$ cat config.mk
export PLATFORM = sky130hd
export DESIGN_NAME = clsd_top
export DESIGN_NICKNAME = d
export VERILOG_FILES = /design/src/rtl/clsd_pkg.sv /design/src/rtl/clsd_fifo.sv /design/src/rtl/clsd_loss_det.sv /design/src/rtl/clsd_top.sv
export SDC_FILE = /design/constraint.sdc
export NUM_CORES = 2
export LEC_CHECK = 0
export BUFFER_PORTS_ARGS = -buffer_cell sky130_fd_sc_hd__buf_4
export CAP_MARGIN = 20
export CELL_PAD_IN_SITES_DETAIL_PLACEMENT = 2
export CELL_PAD_IN_SITES_GLOBAL_PLACEMENT = 2
export CORE_ASPECT_RATIO = 1.5
export CORE_MARGIN = 3
export CORE_UTILIZATION = 53
export DETAILED_ROUTE_END_ITERATION = 12
export GPL_TIMING_DRIVEN = 1
export PLACE_DENSITY = 0.84
export SLEW_MARGIN = 0
export SYNTH_ARGS = -nofsm -noshare
export SYNTH_HDL_FRONTEND = slang
export SYNTH_SLANG_ARGS = --single-unit
$ cat constraint.sdc
create_clock -name pclk -period 8.8 [get_ports pclk]
set_clock_uncertainty 0.15 [all_clocks]
set_input_delay 0.44 -clock pclk [delete_from_list [all_inputs] [get_ports pclk]]
set_output_delay 0.44 -clock pclk [all_outputs]
set_load 0.03 [all_outputs]
$ cat src/rtl/clsd_pkg.sv
// Shared constants and types of the clock-loss monitor with output shut-off.
// Assumes a single pclk domain; both monitored clocks arrive as sampled inputs.
package clsd_pkg;

  // Register map, byte addresses on APB
  localparam int          ADDR_W          = 8;
  localparam logic [7:0]  REG_GENERAL_OFF = 8'h00;
  localparam logic [7:0]  REG_SHUTOFF_OFF = 8'h08;
  localparam logic [7:0]  REG_STATUS_OFF  = 8'h14;
  localparam logic [7:0]  REG_MASK_OFF    = 8'h1C;

  // Field layout
  localparam int          ALARM_W         = 3;
  localparam int          ALM_SAMPLE      = 0;
  localparam int          ALM_INPUT       = 1;
  localparam int          ALM_COLL        = 2;
  localparam int          LIVE_LSB        = 8;
  localparam int          GEN_INTERP_LSB  = 0;
  localparam int          GEN_INTERP_W    = 3;
  localparam int          GEN_POL_BIT     = 3;

  // Reset values
  localparam logic [31:0] GEN_RESET       = 32'h0000_0008;
  localparam logic [31:0] SHUT_RESET      = 32'h0000_0000;
  localparam logic [31:0] MASK_RESET      = 32'h0000_0007;

  // Loss thresholds in periods of the surviving clock
  localparam int          IN_LOSS_LANE    = 13;
  localparam int          IN_LOSS_ILV     = 23;
  localparam int          SMP_LOSS_LANE   = 14;
  localparam int          SMP_LOSS_ILV    = 24;
  localparam int          SHUTOFF_PIPE    = 12;
  localparam int          INTERP_MAX_LOG  = 4;

  // Data path
  localparam int          WORD_W          = 16;
  localparam int          ILV_WORDS       = 4;
  localparam logic [15:0] MID_CODE        = 16'h8000;

  typedef struct packed {
    logic collision;
    logic input_lost;
    logic sample_lost;
  } clsd_alarm_t;

endpackage : clsd_pkg

$ cat src/rtl/clsd_fifo.sv
// Synchronous FIFO with valid/ready on both sides.
// Assumes one clock; write and read may happen in the same cycle.
`timescale 1ns/10ps
`default_nettype none
module clsd_fifo
  import clsd_pkg::*;
#(
  parameter int WIDTH = 64,
  parameter int DEPTH = 32
)
(
  // Clock and reset
  input  wire logic             pclk,
  input  wire logic             presetn,
  // Fill side
  input  wire logic             in_valid,
  input  wire logic [WIDTH-1:0] in_data,
  output logic                  in_ready,
  // Drain side
  output logic                  out_valid,
  output logic      [WIDTH-1:0] out_data,
  input  wire logic             out_ready
);

  localparam int AW = $clog2(DEPTH);

  if (DEPTH < 2 || (1 << AW) != DEPTH || WIDTH < 1)
  begin : g_bad_param
    $error("clsd_fifo: DEPTH must be a power of two >= 2");
  end

  logic [WIDTH-1:0] mem_r [DEPTH];
  logic [AW:0]      wr_ptr_r;
  logic [AW:0]      rd_ptr_r;
  wire              full  = (wr_ptr_r[AW] != rd_ptr_r[AW]) && (wr_ptr_r[AW-1:0] == rd_ptr_r[AW-1:0]);
  wire              empty = (wr_ptr_r == rd_ptr_r);
  wire              do_wr = in_valid && !full;
  wire              do_rd = out_ready && !empty;

  assign in_ready  = !full;
  assign out_valid = !empty;
  assign out_data  = mem_r[rd_ptr_r[AW-1:0]];

  // Storage has no reset; contents are only read behind valid
  always_ff @(posedge pclk)
  begin
    if (do_wr)
      mem_r[wr_ptr_r[AW-1:0]] <= in_data;
  end

  always_ff @(posedge pclk or negedge presetn)
  begin
    if (!presetn)
    begin
      wr_ptr_r <= '0;
      rd_ptr_r <= '0;
    end
    else
    begin
      if (do_wr)
        wr_ptr_r <= wr_ptr_r + 1'b1;
      if (do_rd)
        rd_ptr_r <= rd_ptr_r + 1'b1;
    end
  end

endmodule // clsd_fifo

`default_nettype wire

$ cat src/rtl/clsd_loss_det.sv
// Clock-loss detector: counts ticks of the surviving clock since the
// monitored clock was last seen active.
// Assumes both ticks are one-cycle pulses already synchronised to pclk.
`timescale 1ns/10ps
`default_nettype none
module clsd_loss_det
  import clsd_pkg::*;
#(
  parameter int CNT_W = 10
)
(
  // Clock and reset
  input  wire logic             pclk,
  input  wire logic             presetn,
  // Activity
  input  wire logic             ref_tick,
  input  wire logic             mon_tick,
  input  wire logic [CNT_W-1:0] limit,
  // Result
  output logic                  lost
);

  logic [CNT_W-1:0] cnt_r;
  logic [CNT_W-1:0] cnt_nxt;

  // Saturates at the limit so a long outage never wraps back to clear
  assign lost    = (cnt_r >= limit);
  assign cnt_nxt = mon_tick ? '0 : ((ref_tick && !lost) ? cnt_r + 1'b1 : cnt_r);

  always_ff @(posedge pclk or negedge presetn)
  begin
    if (!presetn)
      cnt_r <= '0;
    else
      cnt_r <= cnt_nxt;
  end

endmodule // clsd_loss_det

`default_nettype wire

$ cat src/rtl/clsd_top.sv
// Clock-loss fault monitor with automatic converter output shut-off.
// Assumes input latch clock and sample clock are slow against pclk and
// arrive as plain inputs; APB master follows the usual setup/access rule.
//
// Notes on behaviour
// - Lane variant: input loss alarms after 13 periods
// - Forced value applied 12 sample periods after detection
// - Shut-off drives mid-scale code on output
// - Shut-off may precede the fault pin
// - Sample clock stopped: output holds last value
// - Lane variant: sample loss alarms after 14
// - Interleaved variant: sample loss alarms after 24
// - Interleaved variant: input loss alarms after 23
// - Interleaved: four 16-bit words over two cycles
// - Interleaved 1x: shut-off about 59 ns later
// - Input clock is sample rate over interpolation
// - Oscillator enable adds no alarm latency
// - Enabled input-loss and collision alarms force output off despite gate
// - Alarm flags sticky; cleared by writing zero
// - Only unmasked alarms drive the fault pin
// - Fault pin polarity set by configuration bit
`timescale 1ns/10ps
`default_nettype none
module clsd_top
  import clsd_pkg::*;
#(
  parameter int CHANNELS    = 4,
  parameter bit INTERLEAVED = 1'b0,
  parameter int FIFO_DEPTH  = 32,
  parameter int CNT_W       = 10
)
(
  // Clock and reset
  input  wire logic                         pclk,
  input  wire logic                         presetn,
  // APB slave
  input  wire logic [ADDR_W-1:0]            paddr,
  input  wire logic                         psel,
  input  wire logic                         penable,
  input  wire logic                         pwrite,
  input  wire logic [31:0]                  pwdata,
  output logic      [31:0]                  prdata,
  output logic                              pready,
  output logic                              pslverr,
  // Data source side
  input  wire logic                         in_clk,
  input  wire logic [WORD_W*CHANNELS-1:0]   in_data,
  output logic                              in_ready,
  input  wire logic                         tx_enable,
  // Converter side
  input  wire logic                         smp_clk,
  output logic      [WORD_W*CHANNELS-1:0]   dac_out,
  output logic                              shutoff_active,
  // Fault pin
  output logic                              fault_out
);

  localparam int DATA_W = WORD_W * CHANNELS;

  if (CHANNELS < 1 || (INTERLEAVED && CHANNELS != ILV_WORDS) || CNT_W < 10)
  begin : g_bad_param
    $error("clsd_top: interleaved needs four channels; CNT_W must hold 24 << 4");
  end

  // Registers
  logic [31:0]        general_setup_reg_r;
  logic [31:0]        shutoff_enable_reg_r;
  logic [31:0]        alarm_mask_reg_r;
  clsd_alarm_t        alarm_status_reg_r;
  clsd_alarm_t        alarm_status_reg_nxt;
  clsd_alarm_t        alarm_set;
  clsd_alarm_t        alarm_live;
  logic [31:0]        prdata_r;
  logic               pslverr_r;
  logic               fault_out_r;

  // APB decode
  wire                setup_ph  = psel && !penable;
  wire                write_acc = psel && penable && pwrite;
  wire                hit_gen   = (paddr == REG_GENERAL_OFF);
  wire                hit_shut  = (paddr == REG_SHUTOFF_OFF);
  wire                hit_stat  = (paddr == REG_STATUS_OFF);
  wire                hit_mask  = (paddr == REG_MASK_OFF);
  wire                hit_any   = hit_gen || hit_shut || hit_stat || hit_mask;
  wire [31:0]         stat_word = {{(32-LIVE_LSB-ALARM_W){1'b0}}, alarm_live,
                                   {(LIVE_LSB-ALARM_W){1'b0}}, alarm_status_reg_r};
  wire [31:0]         rd_mux    = hit_gen  ? general_setup_reg_r  :
                                  hit_shut ? shutoff_enable_reg_r :
                                  hit_stat ? stat_word            :
                                  hit_mask ? alarm_mask_reg_r     : 32'h0000_0000;

  // Read data latched in setup so it comes from a flop; no wait states
  assign pready  = 1'b1;
  assign prdata  = prdata_r;
  assign pslverr = pslverr_r;

  // Write zero clears a flag; a new event in the same cycle still sets it
  wire [ALARM_W-1:0]  clr_keep  = (write_acc && hit_stat) ? pwdata[ALARM_W-1:0] : {ALARM_W{1'b1}};
  assign alarm_status_reg_nxt = (alarm_status_reg_r & clr_keep) | alarm_set;

  always_ff @(posedge pclk or negedge presetn)
  begin
    if (!presetn)
    begin
      general_setup_reg_r  <= GEN_RESET;
      shutoff_enable_reg_r <= SHUT_RESET;
      alarm_mask_reg_r     <= MASK_RESET;
      alarm_status_reg_r   <= '0;
      prdata_r             <= 32'h0000_0000;
      pslverr_r            <= 1'b0;
    end
    else
    begin
      alarm_status_reg_r <= alarm_status_reg_nxt;
      if (setup_ph)
      begin
        prdata_r  <= rd_mux;
        pslverr_r <= !hit_any;
      end
      if (write_acc && hit_gen)
        general_setup_reg_r <= pwdata;
      if (write_acc && hit_shut)
        shutoff_enable_reg_r <= pwdata;
      if (write_acc && hit_mask)
        alarm_mask_reg_r <= pwdata;
    end
  end

  // Clock samplers
  // Third stage only feeds edge detection; first stage is read by the second alone
  logic [2:0]         in_sync_r;
  logic [2:0]         smp_sync_r;
  wire                in_rise   = in_sync_r[1] && !in_sync_r[2];
  wire                in_edge   = in_sync_r[1] ^ in_sync_r[2];
  wire                smp_rise  = smp_sync_r[1] && !smp_sync_r[2];

  always_ff @(posedge pclk or negedge presetn)
  begin
    if (!presetn)
    begin
      in_sync_r  <= 3'h0;
      smp_sync_r <= 3'h0;
    end
    else
    begin
      in_sync_r  <= {in_sync_r[1:0], in_clk};
      smp_sync_r <= {smp_sync_r[1:0], smp_clk};
    end
  end

  // Interpolation setting
  // Input clock runs at sample rate over 2**interp_log; larger codes clamp
  wire [GEN_INTERP_W-1:0] interp_raw = general_setup_reg_r[GEN_INTERP_LSB +: GEN_INTERP_W];
  wire [GEN_INTERP_W-1:0] interp_log = (interp_raw > GEN_INTERP_W'(INTERP_MAX_LOG)) ?
                                       GEN_INTERP_W'(INTERP_MAX_LOG) : interp_raw;

  // Loss detectors
  // Input loss counted in sample periods: threshold scales with interpolation,
  // so the alarm stays at a fixed number of input periods
  wire [CNT_W-1:0]    in_base   = INTERLEAVED ? CNT_W'(IN_LOSS_ILV) : CNT_W'(IN_LOSS_LANE);
  wire [CNT_W-1:0]    in_limit  = in_base << interp_log;
  wire [CNT_W-1:0]    smp_limit = INTERLEAVED ? CNT_W'(SMP_LOSS_ILV) : CNT_W'(SMP_LOSS_LANE);
  logic               in_lost;
  logic               smp_lost;

  clsd_loss_det #(.CNT_W(CNT_W)) u_in_loss
  (
    .pclk     (pclk),
    .presetn  (presetn),
    .ref_tick (smp_rise),
    .mon_tick (in_rise),
    .limit    (in_limit),
    .lost     (in_lost)
  );

  // Sample loss judged by the input clock, which survives it
  clsd_loss_det #(.CNT_W(CNT_W)) u_smp_loss
  (
    .pclk     (pclk),
    .presetn  (presetn),
    .ref_tick (in_rise),
    .mon_tick (smp_rise),
    .limit    (smp_limit),
    .lost     (smp_lost)
  );

  // Input capture
  logic [DATA_W-1:0]  asm_r;
  logic [1:0]         word_cnt_r;
  logic               push;
  logic [DATA_W-1:0]  push_data;
  logic               fifo_out_valid;
  logic [DATA_W-1:0]  fifo_out_data;
  logic               pop;

  if (INTERLEAVED)
  begin : g_ilv
    // One 16-bit word per input edge, four words make one sample set
    wire last_word = (word_cnt_r == 2'(ILV_WORDS - 1));
    assign push      = in_edge && last_word;
    assign push_data = {in_data[WORD_W-1:0], asm_r[DATA_W-WORD_W-1:0]};
    always_ff @(posedge pclk or negedge presetn)
    begin
      if (!presetn)
      begin
        asm_r      <= '0;
        word_cnt_r <= 2'h0;
      end
      else if (in_lost)
        word_cnt_r <= 2'h0;
      else if (in_edge && (word_cnt_r != 2'h0 || in_rise))
      begin
        asm_r[word_cnt_r*WORD_W +: WORD_W] <= in_data[WORD_W-1:0];
        word_cnt_r                         <= word_cnt_r + 2'h1;
      end
    end
  end
  else
  begin : g_lane
    assign push      = in_rise;
    assign push_data = in_data;
    always_ff @(posedge pclk or negedge presetn)
    begin
      if (!presetn)
      begin
        asm_r      <= '0;
        word_cnt_r <= 2'h0;
      end
      else
      begin
        asm_r      <= asm_r;
        word_cnt_r <= 2'h0;
      end
    end
  end

  clsd_fifo #(.WIDTH(DATA_W), .DEPTH(FIFO_DEPTH)) u_fifo
  (
    .pclk      (pclk),
    .presetn   (presetn),
    .in_valid  (push),
    .in_data   (push_data),
    .in_ready  (in_ready),
    .out_valid (fifo_out_valid),
    .out_data  (fifo_out_data),
    .out_ready (pop)
  );

  // Output decoder
  // Everything below advances only on sample clock edges, so a stopped
  // sample clock freezes the output on its last code
  logic [INTERP_MAX_LOG:0]  phase_r;
  logic [SHUTOFF_PIPE-1:0]  force_pipe_r;
  logic [DATA_W-1:0]        dac_out_r;
  wire [INTERP_MAX_LOG:0]   phase_last = (INTERP_MAX_LOG+1)'((1 << interp_log) - 1);
  wire                      want       = smp_rise && (phase_r == '0);
  assign pop = want && fifo_out_valid;

  // Shut-off request is taken from the input-loss detector, the sticky collision flag and tx_enable low, not the fault pin
  wire                      force_req  = (in_lost   && shutoff_enable_reg_r[ALM_INPUT]) ||
                                         (alarm_status_reg_r.collision && shutoff_enable_reg_r[ALM_COLL]) ||
                                         !tx_enable;

  always_ff @(posedge pclk or negedge presetn)
  begin
    if (!presetn)
    begin
      phase_r      <= '0;
      force_pipe_r <= '0;
      dac_out_r    <= {CHANNELS{MID_CODE}};
    end
    else if (smp_rise)
    begin
      phase_r      <= (phase_r >= phase_last) ? '0 : phase_r + 1'b1;
      force_pipe_r <= {force_pipe_r[SHUTOFF_PIPE-2:0], force_req};
      if (force_pipe_r[SHUTOFF_PIPE-1])
        dac_out_r <= {CHANNELS{MID_CODE}};
      else if (pop)
        dac_out_r <= fifo_out_data;
    end
  end

  assign dac_out        = dac_out_r;
  assign shutoff_active = force_pipe_r[SHUTOFF_PIPE-1];

  // Alarm logic
  // Overflow, and underrun while the input clock is not lost, count as a pointer collision
  assign alarm_live.sample_lost = smp_lost;
  assign alarm_live.input_lost  = in_lost;
  assign alarm_live.collision   = (push && !in_ready) || (want && !fifo_out_valid && !in_lost);
  assign alarm_set              = alarm_live;

  wire                fault_any = |(alarm_status_reg_r & ~alarm_mask_reg_r[ALARM_W-1:0]);
  wire                fault_nxt = general_setup_reg_r[GEN_POL_BIT] ? fault_any : !fault_any;

  always_ff @(posedge pclk or negedge presetn)
  begin
    if (!presetn)
      fault_out_r <= 1'b0;
    else
      fault_out_r <= fault_nxt;
  end

  assign fault_out = fault_out_r;

endmodule // clsd_top

`default_nettype wire

==> summary.md, run 1 <==
## Synthesis
• leading area contributor after synthesis: edfxtp_1
• count of flip-flops with a built-in enable after synthesis: 2048
• number of cells produced by synthesis: 4172
• #FFs+latches synth: 2300
• cell area after synthesis: 0.0879 mm²
• area share of the largest cell type after synthesis: 0.700
• average size of a mapped cell: 21.1 µm²
• ranking of synthesized cells by area: edfxtp_1, mux4_2, dfrtp_1
• total number of yosys warnings: 0
• Synthesized Nets: 4313
• Synth async-reset ratio: 0.110
• library cells used by synthesis: 59
• share of the yosys chip area belonging to registers: 0.772
• most frequently used flop master after synthesis: edfxtp_1

## Run status
• first error: [ERROR DPL-0033] detailed placement checks failed during check placement.
• result of the run: did not finish
• last stage reached: detailed placement

## Floorplan
• Die X: 338 µm
• top-level I/O count: 213
• starting density of the core: 0.534
• height of the die: 505 µm
• number of placement rows: 182

## Placed design
• Final HPWL DP: 178000 µm
• gpl congestion: 0.789
• number of buffer cells added on primary ports: 211

==> cells in the mapped netlist (8+ instances only) <==
master    number
xor2_1        15
dfstp_2        8
a211oi_1      37
o21ai_0       74
buf_4         31
xnor2_1        8
a221oi_1      26
o22ai_1      106
edfxtp_1    2048
clkbuf_1      91
ha_1          29
nor2b_1       11
a31oi_1       30
nand2_1      143
nand3_1       16
nand2b_1      14
a21oi_1       24
mux2_2       118
inv_1         16
a22o_1        33
buf_6         13
and2_1        10
nor2_1       119
dfrtp_1      244
buf_2         87
mux2i_1      107
a211o_1       25
buf_1         11
a22oi_1       68
nor3_1        34
mux4_2       476
o221ai_1      31
==> metrics by stage <==
step	setup WS, ps	hold WS, ps	area (µm²)	std cells
after floorplan	4000	-5.59	87900	4172
after global placement	3740	203	92100	6445
==> kinds of logic after synthesis <==
family                   share of synthesized area
adder cells (fa/ha/maj)                    0.00413
AND/OR/NAND/NOR                             0.0194
XOR/XNOR                                   0.00229
multiplexers                                 0.149
other                                    0.0000427
flip-flops                                   0.772
AO/OA/AOI/OAI                               0.0388
buffers and inverters                       0.0143
==> run 2: changes to the inputs <==
CELL_PAD_IN_SITES_DETAIL_PLACEMENT = not set   (was 2)
CELL_PAD_IN_SITES_GLOBAL_PLACEMENT = not set   (was 2)
CORE_ASPECT_RATIO = not set   (was 1.5)
CORE_UTILIZATION = 40   (was 53)
PLACE_DENSITY = not set   (was 0.84)
PLACE_DENSITY_LB_ADDON = 0.15   (was not set)
==> run 2 against run 1 <==
  * The run now ends clean
  * Area after synthesis stayed put
  * Synthesized cell count stayed put
==> summary.md, run 2 <==
## Clocking
• H-Tree Level Count: 4
• number of hold buffers added after cts: 115
• CTS clock-pin slew for the worst setup and hold paths: 60 ps
• Num Clock Sinks: 2300
• buffer type at the clock tree root: clkbuf_16
• maximum buffer depth of the clock tree: 3
• # Post-CTS Setup Buffers: 0
• cts bufs inserted: 233
• Clock Latency Late Sink: 870 ps
• clock tree from TritonCTS: done
• total of cells resized after clock tree synthesis: 0

## Critical path
• cell at the slowest stage of the critical path: dfrtp_4
• WS Path Type: register to register
• required time at the worst-slack endpoint: 9120 ps
• startpoint type of the worst setup path: register
• crit-path max FO: 54
• slowest cell delay on critical path: 1050 ps
• WP depth: 6
• Buf+Inv Stages, Crit Path: 1
• Worst EP arrival: 5500 ps
• worst-path cell chain: xor2_1 -> nor2_1 -> a31oi_1 -> nand2_1 -> nor2_4 -> buf_4
• cell family with the largest share of critical-path delay: simple AND/OR/NAND/NOR gates
• count of cells along the worst register-to-register path: 6
• Critical Path Sink Type: register

## Min path
• worst hold path class: primary input to register
• Worst Hold Path Cells: 2

## Timing
• Least-Margin Pin Slew: 1170 ps
• final hold vios: 0
• Max-slew headroom: 0.221
• minimum period implied by the final worst setup slack: 5180 ps
• setup TNS: 0 ps
• maximum clock rate: 193 MHz
• Final Cycle Share: 0.589
• setup repair after global routing missed its margin: no
• Hold Slack: 107 ps
• final number of setup-violating endpoints: 0
• count of pins over their slew limit: 0

## Power
• net load switching power: 7.22 mW
• Power Density: 269 mW/mm²
• clock network power share: 0.362
• part of the total power dissipated in sequential elements: 0.464
• Max VDD drop: 0.284 mV
• share of total power in combinational logic: 0.174
• sw frac: 0.264
• Int Power: 20.2 mW
• Static Leakage: 33.3 nW

## Floorplan
• Placeable Area: 0.218 mm²
• height of the die: 475 µm, was 505 µm
• starting density of the core: 0.403, was 0.534
• top-level I/O count: 213, unchanged
• Die Outline Area: 0.225 mm²
• Die X: 475 µm, was 338 µm
• number of placement rows: 171, was 182

## Synthesis
• average size of a mapped cell: 21.1 µm², unchanged
• count of flip-flops with a built-in enable after synthesis: 2048, unchanged
• library cells used by synthesis: 59, unchanged
• most frequently used flop master after synthesis: edfxtp_1, unchanged
• most repeated cell in the gate-level netlist after synthesis: edfxtp_1, unchanged
• #FFs+latches synth: 2300, unchanged
• share of the yosys chip area belonging to registers: 0.772, unchanged
• area share of the largest cell type after synthesis: 0.700, unchanged
• Synth top cells by count: edfxtp_1, mux4_2, dfrtp_1, unchanged
• Synth async-reset ratio: 0.110, unchanged
• number of cells produced by synthesis: 4172, unchanged
• Synthesized Nets: 4313, unchanged
• total number of yosys warnings: 0, unchanged
• leading area contributor after synthesis: edfxtp_1, unchanged
• cell area after synthesis: 0.0879 mm², unchanged
• ranking of synthesized cells by area: edfxtp_1, mux4_2, dfrtp_1, unchanged

## Global routing
• number of global-route vias before repair: 44800
• GRT Resource Usage Total: 0.208
• Overflow after GRT: 0
• largest net degree at the start of global routing: 184
• antenna violations before repair: 14
• first-pass GRT wire length: 336000 µm

## Final layout
• ratio of cells with drive above 1 in the final layout: 0.274
• Largest register FFs: 2048
• net total in the final layout: 4741
• top library cells by usage in the layout, fill and taps aside: edfxtp_1, mux4_2, buf_4
• signed area change from the synthesized netlist to the final layout: 16.1%
• final standard cell count with taps included and fillers excluded: 7663
• layout filler cell count: 18200
• most common cell after layout, fill and taps aside: edfxtp_1
• Final Instance Area: 0.102 mm²

## Routing
• number of detailed-routing iterations run before antenna repair: 7
• via total after detailed routing: 43500
• routed wirelength normalized by instance count: 30.6 µm
• drt drc: 0
• residual antenna-violating net count after detailed routing: 0
• ratio of routed vias to standard cells: 5.68
• total routed wirelength: 234000 µm
• DR iter-0 viols: 4184

## Placed design
• post-detailed-placement cell area: 0.0931 mm²
• Final HPWL DP: 126000 µm, was 178000 µm
• number of buffer cells added on primary ports: 211, unchanged
• Placed Cells incl. Taps: 7103
• gpl congestion: 0.749, was 0.789

## Job
• max_cap viols: 0

## Run status
• result of the run: finished clean, was did not finish

run 2: cell counts after synthesis:
Identical to the previous run, type by type.
run 2: kinds of logic after synthesis:
| logic type | after synthesis | share of synthesized area |
|---|---|---|
| AND/OR/NAND/NOR | 383 | 0.0194 |
| buffers and inverters | 249 | 0.0143 |
| XOR/XNOR | 23 | 0.00229 |
| flip-flops | 2300 | 0.772 |
| other | 1 | 0.0000427 |
| adder cells (fa/ha/maj) | 29 | 0.00413 |
| multiplexers | 701 | 0.149 |
| AO/OA/AOI/OAI | 486 | 0.0388 |
run 2: final cells by class:
type	count	area [µm²]	share of cell area
clock inverter	130	1440	0.0141
tap	2854	3570	0.0350
multi-input combinational	1623	19200	0.188
inverter	16	60.1	0.000589
sequential	2300	67800	0.665
antenna	6	15.0	0.000147
clock buffer	308	6260	0.0614
timing repair buffer	426	3660	0.0359
run 2: routing by layer:
metal,vias up,part of all wire,global-route usage
met1,23600,0.44,0.295
met2,1370,0.48,0.333
met5,-,0,0
met4,0,0.023,0.0517
li1,18300,-,-
met3,324,0.062,0.0410
run 2: power groups by stage:
| stage | sequential (mW) | clock [mW] | combinational, mW |
|---|---|---|---|
| 2_1_floorplan | 13.0 | 0 | 3.18 |
| 3_3_place_gp | 13.0 | 0 | 4.81 |
| 3_5_place_dp | 13.0 | 0 | 4.82 |
| 4_1_cts | 12.7 | 10.2 | 4.87 |
| 5_1_grt | 12.8 | 10.6 | 5.12 |
| 6_report | 12.7 | 9.92 | 4.76 |
run 2: path summary, 6_finish.rpt:
kind,from,to,slack [ps]
setup / recovery,u_fifo.rd_ptr_r[2],u_fifo.mem_r[26][41],3620
hold / removal,smp_clk,smp_sync_r[0],110
setup reg to reg,u_fifo.rd_ptr_r[2],u_fifo.mem_r[26][41],3620
max in group asynchronous,presetn,force_pipe_r[11],6370
hold reg to reg,in_sync_r[0],in_sync_r[1],210
min in group asynchronous,presetn,dac_out[5],520
run 2: worst reg2reg max path, stage by stage (launching register included):
cell     delay [ps]
dfrtp_4        1050
xor2_1          240
nor2_1          130
a31oi_1         590
nand2_1         670
nor2_4          840
buf_4           900
run 2: through the flow:
stage	util	setup WS (ps)	total power, mW
6_report	0.468	3620	27.4
5_1_grt	0.468	3310	28.5
4_1_cts	0.468	3550	27.8
3_5_place_dp	0.427	3590	17.8
3_3_place_gp	0.427	3540	17.8
2_1_floorplan	-	4000	16.2
No activity file was read; power rests on OpenSTA's default activity.
